File: src/tbc_map.vh
// Register map, field layout, reset values and timing counts for the bias mode controller
`ifndef TBC_MAP_VH
`define TBC_MAP_VH

// Register byte offsets on APB
`define TBC_OFF_MODE    12'h000
`define TBC_OFF_BOOST   12'h004
`define TBC_OFF_ENABLE  12'h008
`define TBC_OFF_LEVEL_A 12'h00C
`define TBC_OFF_LEVEL_B 12'h010
`define TBC_OFF_LEVEL_C 12'h014
`define TBC_OFF_STATUS  12'h018

// Power state field codes
`define TBC_PM_ACTIVE   2'h0
`define TBC_PM_STARTUP  2'h1
`define TBC_PM_LOWPWR   2'h2
`define TBC_PM_SHUTDOWN 2'h3

// Field widths
`define TBC_BOOST_W 4
`define TBC_LEVEL_W 7

// Reset values
`define TBC_BOOST_RST  4'hB
`define TBC_ENABLE_RST 3'h0
`define TBC_LEVEL_RST  7'h00

// Boost rail scale in volts: base for code zero, one volt per step
`define TBC_BOOST_BASE_V 8'h0D
`define TBC_BOOST_STEP_V 8'h01

// Output level step in millivolts
`define TBC_LEVEL_STEP_MV 16'h00BD

// Startup dwell, printed maximum in microseconds, and clock rate in MHz
`define TBC_STARTUP_US 300
`define TBC_CLK_MHZ    125
`define TBC_STARTUP_CYC (`TBC_STARTUP_US * `TBC_CLK_MHZ)

`endif

File: src/tbc_ctrl.v
// Power-mode state machine, APB register file and output control of the bias generator
`timescale 1ns/1ps
`default_nettype none
`include "tbc_map.vh"

module tbc_ctrl #(
  parameter STARTUP_CYC = `TBC_STARTUP_CYC  // Startup dwell; shorten for simulation
) (
  // Clock and reset
  input  wire        pclk,
  input  wire        presetn,
  // APB slave
  input  wire        psel,
  input  wire        penable,
  input  wire        pwrite,
  input  wire [11:0] paddr,
  input  wire [31:0] pwdata,
  output reg  [31:0] prdata,
  output reg         pready,
  output reg         pslverr,
  // Supply sense pin
  input  wire        io_reference_supply,
  // Boost converter control
  output reg         boost_en,
  output reg  [3:0]  boost_code,
  output reg  [7:0]  boosted_rail_volts,
  // Output channels A, B, C in bits 0, 1, 2
  output reg  [2:0]  out_drive,
  output reg  [2:0]  out_pulldown,
  output reg  [20:0] out_level,
  output reg  [2:0]  out_hiz,
  // Mode indication
  output reg  [1:0]  power_state_field,
  output reg         serial_on
);

  // One-hot state codes
  localparam [3:0] ST_SHUT  = 4'h1;
  localparam [3:0] ST_START = 4'h2;
  localparam [3:0] ST_ACT   = 4'h4;
  localparam [3:0] ST_LOW   = 4'h8;

  // Wide enough for the default dwell count
  localparam CW = 16;

  // Decodes an APB offset to a one-hot register select
  function [6:0] reg_sel;
    input [11:0] a;
    begin
      reg_sel = 7'h00;
      case (a)
        `TBC_OFF_MODE:    reg_sel = 7'h01;
        `TBC_OFF_BOOST:   reg_sel = 7'h02;
        `TBC_OFF_ENABLE:  reg_sel = 7'h04;
        `TBC_OFF_LEVEL_A: reg_sel = 7'h08;
        `TBC_OFF_LEVEL_B: reg_sel = 7'h10;
        `TBC_OFF_LEVEL_C: reg_sel = 7'h20;
        `TBC_OFF_STATUS:  reg_sel = 7'h40;
        default:          reg_sel = 7'h00;
      endcase
    end
  endfunction

  wire          vio_s;       // Synchronised supply sense
  reg           vio_d_r;     // Previous supply level, for edge finding
  reg  [3:0]    state_r;     // Power state
  reg  [3:0]    state_nxt;
  reg  [CW-1:0] cnt_r;       // Startup dwell counter
  reg  [3:0]    boost_r;     // Boost level code
  reg  [2:0]    en_r;        // Channel enables
  reg  [20:0]   lvl_r;       // Three level codes packed A,B,C
  reg           ap_pend_r;   // Access phase already answered
  wire          setup_ok;    // Registers live and not in shutdown
  wire          acc;         // Access phase cycle
  wire          wr;          // Write taking effect
  wire [6:0]    sel;         // Decoded register
  wire [1:0]    req;         // Requested power code
  wire          soft_rst;    // Software startup request
  wire          vio_rise;    // Supply just came up

  // The supply pin is asynchronous, so it passes two flops first
  tbc_sync #(.RST_VAL(1'b0)) u_vio_sync (
    .pclk    (pclk),
    .presetn (presetn),
    .d_in    (io_reference_supply),
    .q_out   (vio_s)
  );

  assign acc      = psel & penable & ~ap_pend_r;
  assign sel      = reg_sel(paddr);
  assign setup_ok = (state_r != ST_SHUT);
  assign wr       = acc & pwrite & setup_ok;
  assign req      = pwdata[1:0];
  assign vio_rise = vio_s & ~vio_d_r;
  // Startup request is honoured from active or low power only
  assign soft_rst = wr & sel[0] & (req == `TBC_PM_STARTUP) &
                    ((state_r == ST_ACT) | (state_r == ST_LOW));

  // Supply edge memory
  always @(posedge pclk or negedge presetn) begin
    if (!presetn) begin
      vio_d_r <= 1'b0;
    end else begin
      vio_d_r <= vio_s;
    end
  end

  // Next power state
  // Shutdown is the resting state after reset and whenever the synchronised
  // supply sense reads low. Only a low-to-high step of that sense leaves it,
  // so a supply that is already present at reset release still counts as a
  // rise because the edge memory resets low.
  // Startup is a fixed dwell of STARTUP_CYC cycles; the counter runs only
  // while the state stays in startup and clears at every other time, so a
  // restart from software always gets the full dwell again.
  // A write that requests startup while already in startup is ignored; the
  // dwell is never extended by software.
  // From active, software may ask for low power or for a restart; from low
  // power it may ask for active or for a restart. Every other code written
  // to the mode register is dropped silently and raises no bus error, which
  // keeps a confused driver from wedging the part in an odd state.
  // The supply check sits after the case so that it overrides any request
  // taken in the same cycle.
  // Unused one-hot codes fall back to shutdown through the default branch.
  always @* begin
    state_nxt = state_r;
    case (state_r)
      ST_SHUT: begin
        // Power-up lands here; rising supply starts up
        if (vio_rise) begin
          state_nxt = ST_START;
        end
      end
      ST_START: begin
        // Transitory: leave once the dwell has elapsed
        if (cnt_r == STARTUP_CYC[CW-1:0] - 1'b1) begin
          state_nxt = ST_ACT;
        end
      end
      ST_ACT: begin
        if (wr & sel[0] & (req == `TBC_PM_LOWPWR)) begin
          state_nxt = ST_LOW;
        end else if (soft_rst) begin
          state_nxt = ST_START;
        end
        // Other codes leave the mode unchanged
      end
      ST_LOW: begin
        if (wr & sel[0] & (req == `TBC_PM_ACTIVE)) begin
          state_nxt = ST_ACT;
        end else if (soft_rst) begin
          state_nxt = ST_START;
        end
        // Low power to low power or shutdown requests are dropped
      end
      default: begin
        state_nxt = ST_SHUT;
      end
    endcase
    // Supply low wins over everything else
    if (!vio_s) begin
      state_nxt = ST_SHUT;
    end
  end

  // State and dwell counter
  always @(posedge pclk or negedge presetn) begin
    if (!presetn) begin
      state_r <= ST_SHUT;
      cnt_r   <= {CW{1'b0}};
    end else begin
      state_r <= state_nxt;
      if (state_r == ST_START && state_nxt == ST_START) begin
        cnt_r <= cnt_r + 1'b1;
      end else begin
        cnt_r <= {CW{1'b0}};
      end
    end
  end

  // Retention policy: shutdown and the first cycle of every startup load the
  // defaults, so nothing written before a supply loss or a software restart
  // survives. Low power takes no special branch at all, which is what keeps
  // every register intact through it; writes are even accepted there, so a
  // driver may stage new levels before returning to active.
  // Writes in startup are accepted as well, because the bus must work in that
  // mode, but a write that lands in the entry cycle loses to the defaults.
  // Level codes are packed A, B, C from the low bits upward.
  // Register file; defaults forced in shutdown and on every startup entry
  always @(posedge pclk or negedge presetn) begin
    if (!presetn) begin
      boost_r <= `TBC_BOOST_RST;
      en_r    <= `TBC_ENABLE_RST;
      lvl_r   <= {3{`TBC_LEVEL_RST}};
    end else if (state_r == ST_SHUT || state_nxt == ST_START && state_r != ST_START) begin
      // Contents are not kept through shutdown or a restart
      boost_r <= `TBC_BOOST_RST;
      en_r    <= `TBC_ENABLE_RST;
      lvl_r   <= {3{`TBC_LEVEL_RST}};
    end else if (wr) begin
      // Low power falls through here too, so contents persist
      if (sel[1]) begin
        boost_r <= pwdata[3:0];
      end
      if (sel[2]) begin
        en_r <= pwdata[2:0];
      end
      if (sel[3]) begin
        lvl_r[6:0] <= pwdata[6:0];
      end
      if (sel[4]) begin
        lvl_r[13:7] <= pwdata[6:0];
      end
      if (sel[5]) begin
        lvl_r[20:14] <= pwdata[6:0];
      end
    end
  end

  // Bus timing: the access phase is taken at the first edge that sees psel
  // and penable together, and the answer follows one cycle later with pready,
  // pslverr and prdata standing for exactly that cycle. The pending flag
  // stops a master that holds penable for an extra cycle from being answered
  // twice. Every access in shutdown ends with an error and writes nothing;
  // a fixed single wait state costs one cycle per access but keeps prdata and
  // pready straight from flops.
  // A slave error never blocks the answer; the master always sees pready.
  // APB answer: one fixed wait state; pready registered so it comes from a flop
  always @(posedge pclk or negedge presetn) begin
    if (!presetn) begin
      pready    <= 1'b0;
      pslverr   <= 1'b0;
      prdata    <= 32'h00000000;
      ap_pend_r <= 1'b0;
    end else begin
      pready    <= acc;
      ap_pend_r <= acc;
      pslverr   <= acc & ((sel == 7'h00) | ~setup_ok | (pwrite & sel[6]));
      prdata    <= 32'h00000000;
      if (acc & ~pwrite & setup_ok) begin
        case (1'b1)
          sel[0]:  prdata <= {30'h00000000, power_state_field};
          sel[1]:  prdata <= {28'h0000000, boost_r};
          sel[2]:  prdata <= {29'h00000000, en_r};
          sel[3]:  prdata <= {25'h0000000, lvl_r[6:0]};
          sel[4]:  prdata <= {25'h0000000, lvl_r[13:7]};
          sel[5]:  prdata <= {25'h0000000, lvl_r[20:14]};
          sel[6]:  prdata <= {28'h0000000, state_r};
          default: prdata <= 32'h00000000;
        endcase
      end
    end
  end

  // Channel outputs follow the next state rather than the current one, so they
  // switch at the same edge as the mode field and a monitor never sees an
  // output driving while the field already reads low power or shutdown.
  // In active a disabled channel with a zero code is pulled low; with any
  // other code it floats, so a parked nonzero code does not load the line.
  // The level bus keeps tracking the register outside active so that the
  // analog side sees the right code the moment the channel is enabled.
  // Outputs float during reset, as in shutdown.
  // Output control per channel, one copy per channel
  genvar g;
  generate
    for (g = 0; g < 3; g = g + 1) begin : g_ch
      always @(posedge pclk or negedge presetn) begin
        if (!presetn) begin
          out_drive[g]             <= 1'b0;
          out_pulldown[g]          <= 1'b0;
          out_hiz[g]               <= 1'b1;
          out_level[7*g+6:7*g]     <= `TBC_LEVEL_RST;
        end else if (state_nxt == ST_ACT) begin
          // Live code tracks the register at once
          out_level[7*g+6:7*g] <= lvl_r[7*g+6:7*g];
          out_drive[g]         <= en_r[g];
          out_pulldown[g]      <= ~en_r[g] & (lvl_r[7*g+6:7*g] == 7'h00);
          out_hiz[g]           <= ~en_r[g] & (lvl_r[7*g+6:7*g] != 7'h00);
        end else begin
          // Shutdown, startup and low power all float the outputs
          out_drive[g]         <= 1'b0;
          out_pulldown[g]      <= 1'b0;
          out_hiz[g]           <= 1'b1;
          out_level[7*g+6:7*g] <= lvl_r[7*g+6:7*g];
        end
      end
    end
  endgenerate

  // Boost and serial indications also follow the next state, for the same
  // reason as the channels. The rail figure is the nominal target only; the
  // analog loop may sit a little above or below it under load.
  // The reset value of the rail figure matches the reset boost code, so the
  // code and the figure agree from the very first cycle.
  // Boost, serial and mode indication
  always @(posedge pclk or negedge presetn) begin
    if (!presetn) begin
      boost_en           <= 1'b0;
      boost_code         <= `TBC_BOOST_RST;
      boosted_rail_volts <= `TBC_BOOST_BASE_V + {4'h0, `TBC_BOOST_RST} * `TBC_BOOST_STEP_V;
      serial_on          <= 1'b0;
      power_state_field  <= `TBC_PM_SHUTDOWN;
    end else begin
      // Boost runs in startup and active only
      boost_en   <= (state_nxt == ST_START) | (state_nxt == ST_ACT);
      boost_code <= boost_r;
      // Nominal rail target in volts for observation
      boosted_rail_volts <= `TBC_BOOST_BASE_V + {4'h0, boost_r} * `TBC_BOOST_STEP_V;
      // Bus logic held in reset during shutdown
      serial_on <= (state_nxt != ST_SHUT);
      case (state_nxt)
        ST_START: power_state_field <= `TBC_PM_STARTUP;
        ST_ACT:   power_state_field <= `TBC_PM_ACTIVE;
        ST_LOW:   power_state_field <= `TBC_PM_LOWPWR;
        default:  power_state_field <= `TBC_PM_SHUTDOWN;
      endcase
    end
  end

endmodule // tbc_ctrl

`default_nettype wire

File: src/tbc_sync.v
// Two-flop synchroniser for a level arriving from outside the clock domain
`timescale 1ns/1ps
`default_nettype none

module tbc_sync #(
  parameter RST_VAL = 1'b0
) (
  // Clock and reset
  input  wire pclk,
  input  wire presetn,
  // Data
  input  wire d_in,
  output wire q_out
);

  reg meta_r;  // First stage, read only by the second
  reg sync_r;  // Second stage, safe to use

  // Plain two-stage shift; reset to a constant only
  always @(posedge pclk or negedge presetn) begin
    if (!presetn) begin
      meta_r <= RST_VAL;
      sync_r <= RST_VAL;
    end else begin
      meta_r <= d_in;
      sync_r <= meta_r;
    end
  end

  assign q_out = sync_r;

endmodule // tbc_sync

`default_nettype wire

File: config.mk
export PLATFORM = sky130hd
export DESIGN_NAME = tbc_ctrl
export DESIGN_NICKNAME = d
export VERILOG_FILES = /design/src/tbc_ctrl.v /design/src/tbc_sync.v
export VERILOG_INCLUDE_DIRS = /design/src
export SDC_FILE = /design/constraint.sdc
export NUM_CORES = 1
export LEC_CHECK = 0
export BUFFER_PORTS_ARGS = -buffer_cell sky130_fd_sc_hd__buf_2
export CAP_MARGIN = 10
export CORE_ASPECT_RATIO = 1.25
export CORE_MARGIN = 5
export CORE_UTILIZATION = 47
export DETAILED_ROUTE_END_ITERATION = 12
export HOLD_SLACK_MARGIN = 0.12
export PLACE_DENSITY = 0.76
export SYNTH_ARGS = -nofsm -noshare
export SYNTH_HDL_FRONTEND = slang
export SYNTH_HIERARCHICAL = 1
export SYNTH_SLANG_ARGS = --single-unit
File: constraint.sdc
create_clock -name pclk -period 1.95 [get_ports pclk]
set_input_delay 0.585 -clock pclk [delete_from_list [all_inputs] [get_ports pclk]]
set_output_delay 0.585 -clock pclk [all_outputs]
set_load 0.03 [all_outputs]
==> impl_metrics.ini <==
[floorplan]
io_pins = 130
rows = 40
dieArea_sq_um = 11760
die_w_um = 98.02
die_y_um = 120.0
fp.coreArea_sq_um = 9559
start_util_pct = 47.62

[sta]
finalCritPeriodShare_pct = 106.5
min_period_ns = 2.078
fin_ws_ns = -0.1277
fin_setup_tns_ns = -1.535
clock_skew_ns = 0.008316
slew_headroom_pct = 57.84
fmax_mhz = 481.3
hold_viol_final = 0
rsz0062_at_grt = yes
finalSetupViolCount = 36
slew_viol_final = 0
tightestPinTransition_ns = 0.6266

[power]
p_comb_share_pct = 10.1
peakVddDrop_mv = 0.5009
power_density_nw_per_um2 = 768.8
p_seq_share_pct = 46.3
p_sw_mw = 1.091
p_clk_share_pct = 43.6
p_leak_nw = 2.922
swShare_pct = 23.32
power.internal_mw = 3.589

[cells_and_area]
fillers = 722
drive_above_1_share_pct = 40.34
syn_to_final_growth_pct = 33.73
fin_util_pct = 63.68
final_net_count = 580
diodes = 0

[worst_setup_path]
reg2reg_from = cnt_r[2]
crit_arrival_ns = 2.36
regToRegSetupSlack_ns = -0.13
critPathMaxStageDelay_ns = 0.55
crit_fanout = 12
start_kind = flop
crit_required_ns = 2.23
crit_slowest_cell = or4b_4
crit_type = reg2reg
reg2reg_to = out_pulldown[0]
path_cells = or4b_4, nor4_4, buf_4, a211oi_4, a211oi_4, buf_12, and3b_1
cp_top_family = simple AND/OR/NAND/NOR gates
endpoint_kind = flop
cp.depth = 7
reg2regPathDepth = 7
cp_common_cell = a211oi_4
crit_buf_inv = 2

[synth]
synth_edf_count = 0
yosysWarnings = 6
synth_area_leader_cell = dfrtp_1
synth_cells = 386
syn_area_sq_um = 4552
synthArstFlopShare_pct = 100.0
yosys-top-cells-area = dfrtp_1 49%, dfstp_2 8.1%, mux2i_1 6.4%
yosysSeqAreaShare_pct = 57.01
syn_area_per_cell_sq_um = 11.79
yosys.cell_types.count = 56
synth_top_area_share_pct = 48.93
ys_ff_latch = 103
synth_ff_type = dfrtp_1

[outcome]
violations = setup timing
status = finished, violations left

[flow_run]
cap_viol_max_count = 0

[grt]
grt_pass1_wl_um = 18020
grt-ovfl-total = 0
grt.total_usage_pct = 19.41
antenna_found_initial = 0
grt_pass1_vias = 3545
grt_max_degree = 38

[min_path]
hold_path.class = in2async

[detailed_routing]
drt_iter0_drc = 151
vias_per_cell = 5.185
met1_length_um = 4581
vias = 3417
drc = 0
ant_nets = 0
firstDrtPassIters = 4
dr_wl_met2_um = 6184
wl_met3_um = 523
wl_per_cell_um = 17.66
drt-total-wl_um = 11640
routed.top_layer = met4

[cts]
clkSinkCount = 103
cts_htree_levels = 3
clk_latency_ns = 0.35
cts_made_buffers = 9
clk_path_buf_depth = 2
postCtsHoldBufs = 0
cts_tree = done
cts_root_buf = clkbuf_16
clk_pin_slew_worst_paths_ns = 0.07

[place]
port_buffers = 76
gp_congestion = 0.8967
hpwl_um = 8278
-- per-stage QoR --
step           cell area [sq um]  hold slack, ns  setup WS (ns)  std cells  power (mW)
4_1_cts                     5829          0.1343        -0.1266        651       4.612
5_1_grt                     6087          0.1529        -0.1990        659       4.831
2_1_floorplan               4693          0.2894        -0.3051        413       2.445
3_3_place_gp                5448          0.3448        -0.3869        634       2.575
6_report                    6087          0.1396        -0.1277        659       4.680
3_5_place_dp                5448          0.3373        -0.4773        634       2.583
-- per-layer routing --
metal  global-route usage, %  vias up
met3                   4.419       27
li1                        -     1574
met4                   9.264        0
met2                   33.30       92
met5                       0        -
met1                   22.90     1724
-- registers in the layout (all words and copies together) (netlist names) --
signal / cells
state_r: 4
ap_pend_r: 1
serial_on: 1
boost_r: 4
out_hiz: 3
u_vio_sync/meta_r: 1
lvl_r: 21
out_level: 21
boosted_rail_volts: 5
cnt_r: 16
u_vio_sync/q_out: 1
pslverr: 1
en_r: 3
boost_en: 1
out_drive: 3
power_state_field: 2
boost_code: 4
vio_d_r: 1
out_pulldown: 3
prdata: 7
-- what timing repair did --
item                       4_1_cts  5_1_grt
setup endpoints to repair       57       58
gates resized for setup          4       37
buffers inserted                 1        5
gates cloned                     0        3
pin swaps                        2       15
-- worst max-delay path by stage --
stage             start                   end  slack, ns
3_3_place_gp   paddr[9]  power_state_field[0]      -0.39
2_1_floorplan  paddr[3]       out_pulldown[2]      -0.31
5_1_grt        cnt_r[2]       out_pulldown[1]      -0.20
3_5_place_dp   cnt_r[1]            out_hiz[2]      -0.48
4_1_cts        cnt_r[2]       out_pulldown[0]      -0.13
6_report       cnt_r[2]       out_pulldown[0]      -0.13
-- cell families after synthesis --
group                    Yosys count  share of synthesized area [%]
AO/OA/AOI/OAI                     35                          5.415
other                              1                        0.08238
adder cells (fa/ha/maj)            2                         0.5497
buffers and inverters             51                          6.954
flip-flops                       103                          57.01
AND/OR/NAND/NOR                  143                          18.61
XOR/XNOR                          17                          3.271
multiplexers                      34                          8.109
-- worst register-to-register path, delay by kind of cell, from the launching register on --
| family | cells | cell delay [ns] |
|---|---|---|
| and+or+nand+nor | 3 | 1.02 |
| DFF | 1 | 0.38 |
| buffers and inverters | 2 | 0.34 |
| AOI/OAI and AO/OA | 2 | 0.27 |
-- cell type report --
type	instances	area (sq um)	area share, %
clock buffer	10	229.0	3.762
clock inverter	6	115.1	1.891
inverter	11	41.29	0.6783
multi-input combinational	259	1918	31.51
sequential	103	2597	42.67
tap	126	157.7	2.590
timing repair buffer	144	1028	16.90
-- Yosys cell counts, drive strengths merged (2+ instances only) --
cell and instances:
mux2 3, nor3 4, xor2 8, nand4b 2
nand4 6, a211oi 4, a22oi 4, xnor2 9
or4 4, nor4b 4, nor2b 2, and3b 3
or2 3, mux2i 29, buf 36, ha 2
o211ai 2, nand2 15, and3 6, o21ai 9
nor4 11, or4b 4, dfrtp 89, mux4 2
a21oi 6, a211o 3, clkbuf 4, inv 11
nand3 6, dfstp 14, nor2 62, nand3b 3
and2 4
-- power by group through the flow --
stage | Clock [mW] | Sequential (mW) | Combinational, mW
after CTS | 2.06 | 2.17 | 0.381
after global routing | 2.16 | 2.17 | 0.503
final | 2.04 | 2.17 | 0.473
after floorplan | 0 | 2.22 | 0.226
after detailed placement | 0 | 2.21 | 0.377
after global placement | 0 | 2.21 | 0.369
-- cell usage in the layout, fill, tap and decap left out, types with 11 or more instances in the layout --
cell type	count
dfstp_2	14
buf_2	74
dfrtp_1	87
conb_1	28
inv_1	11
mux2i_1	25
clkbuf_16	11
nand2_1	15
nor2_1	55
buf_4	56
Power figures use the tool's default switching activity.
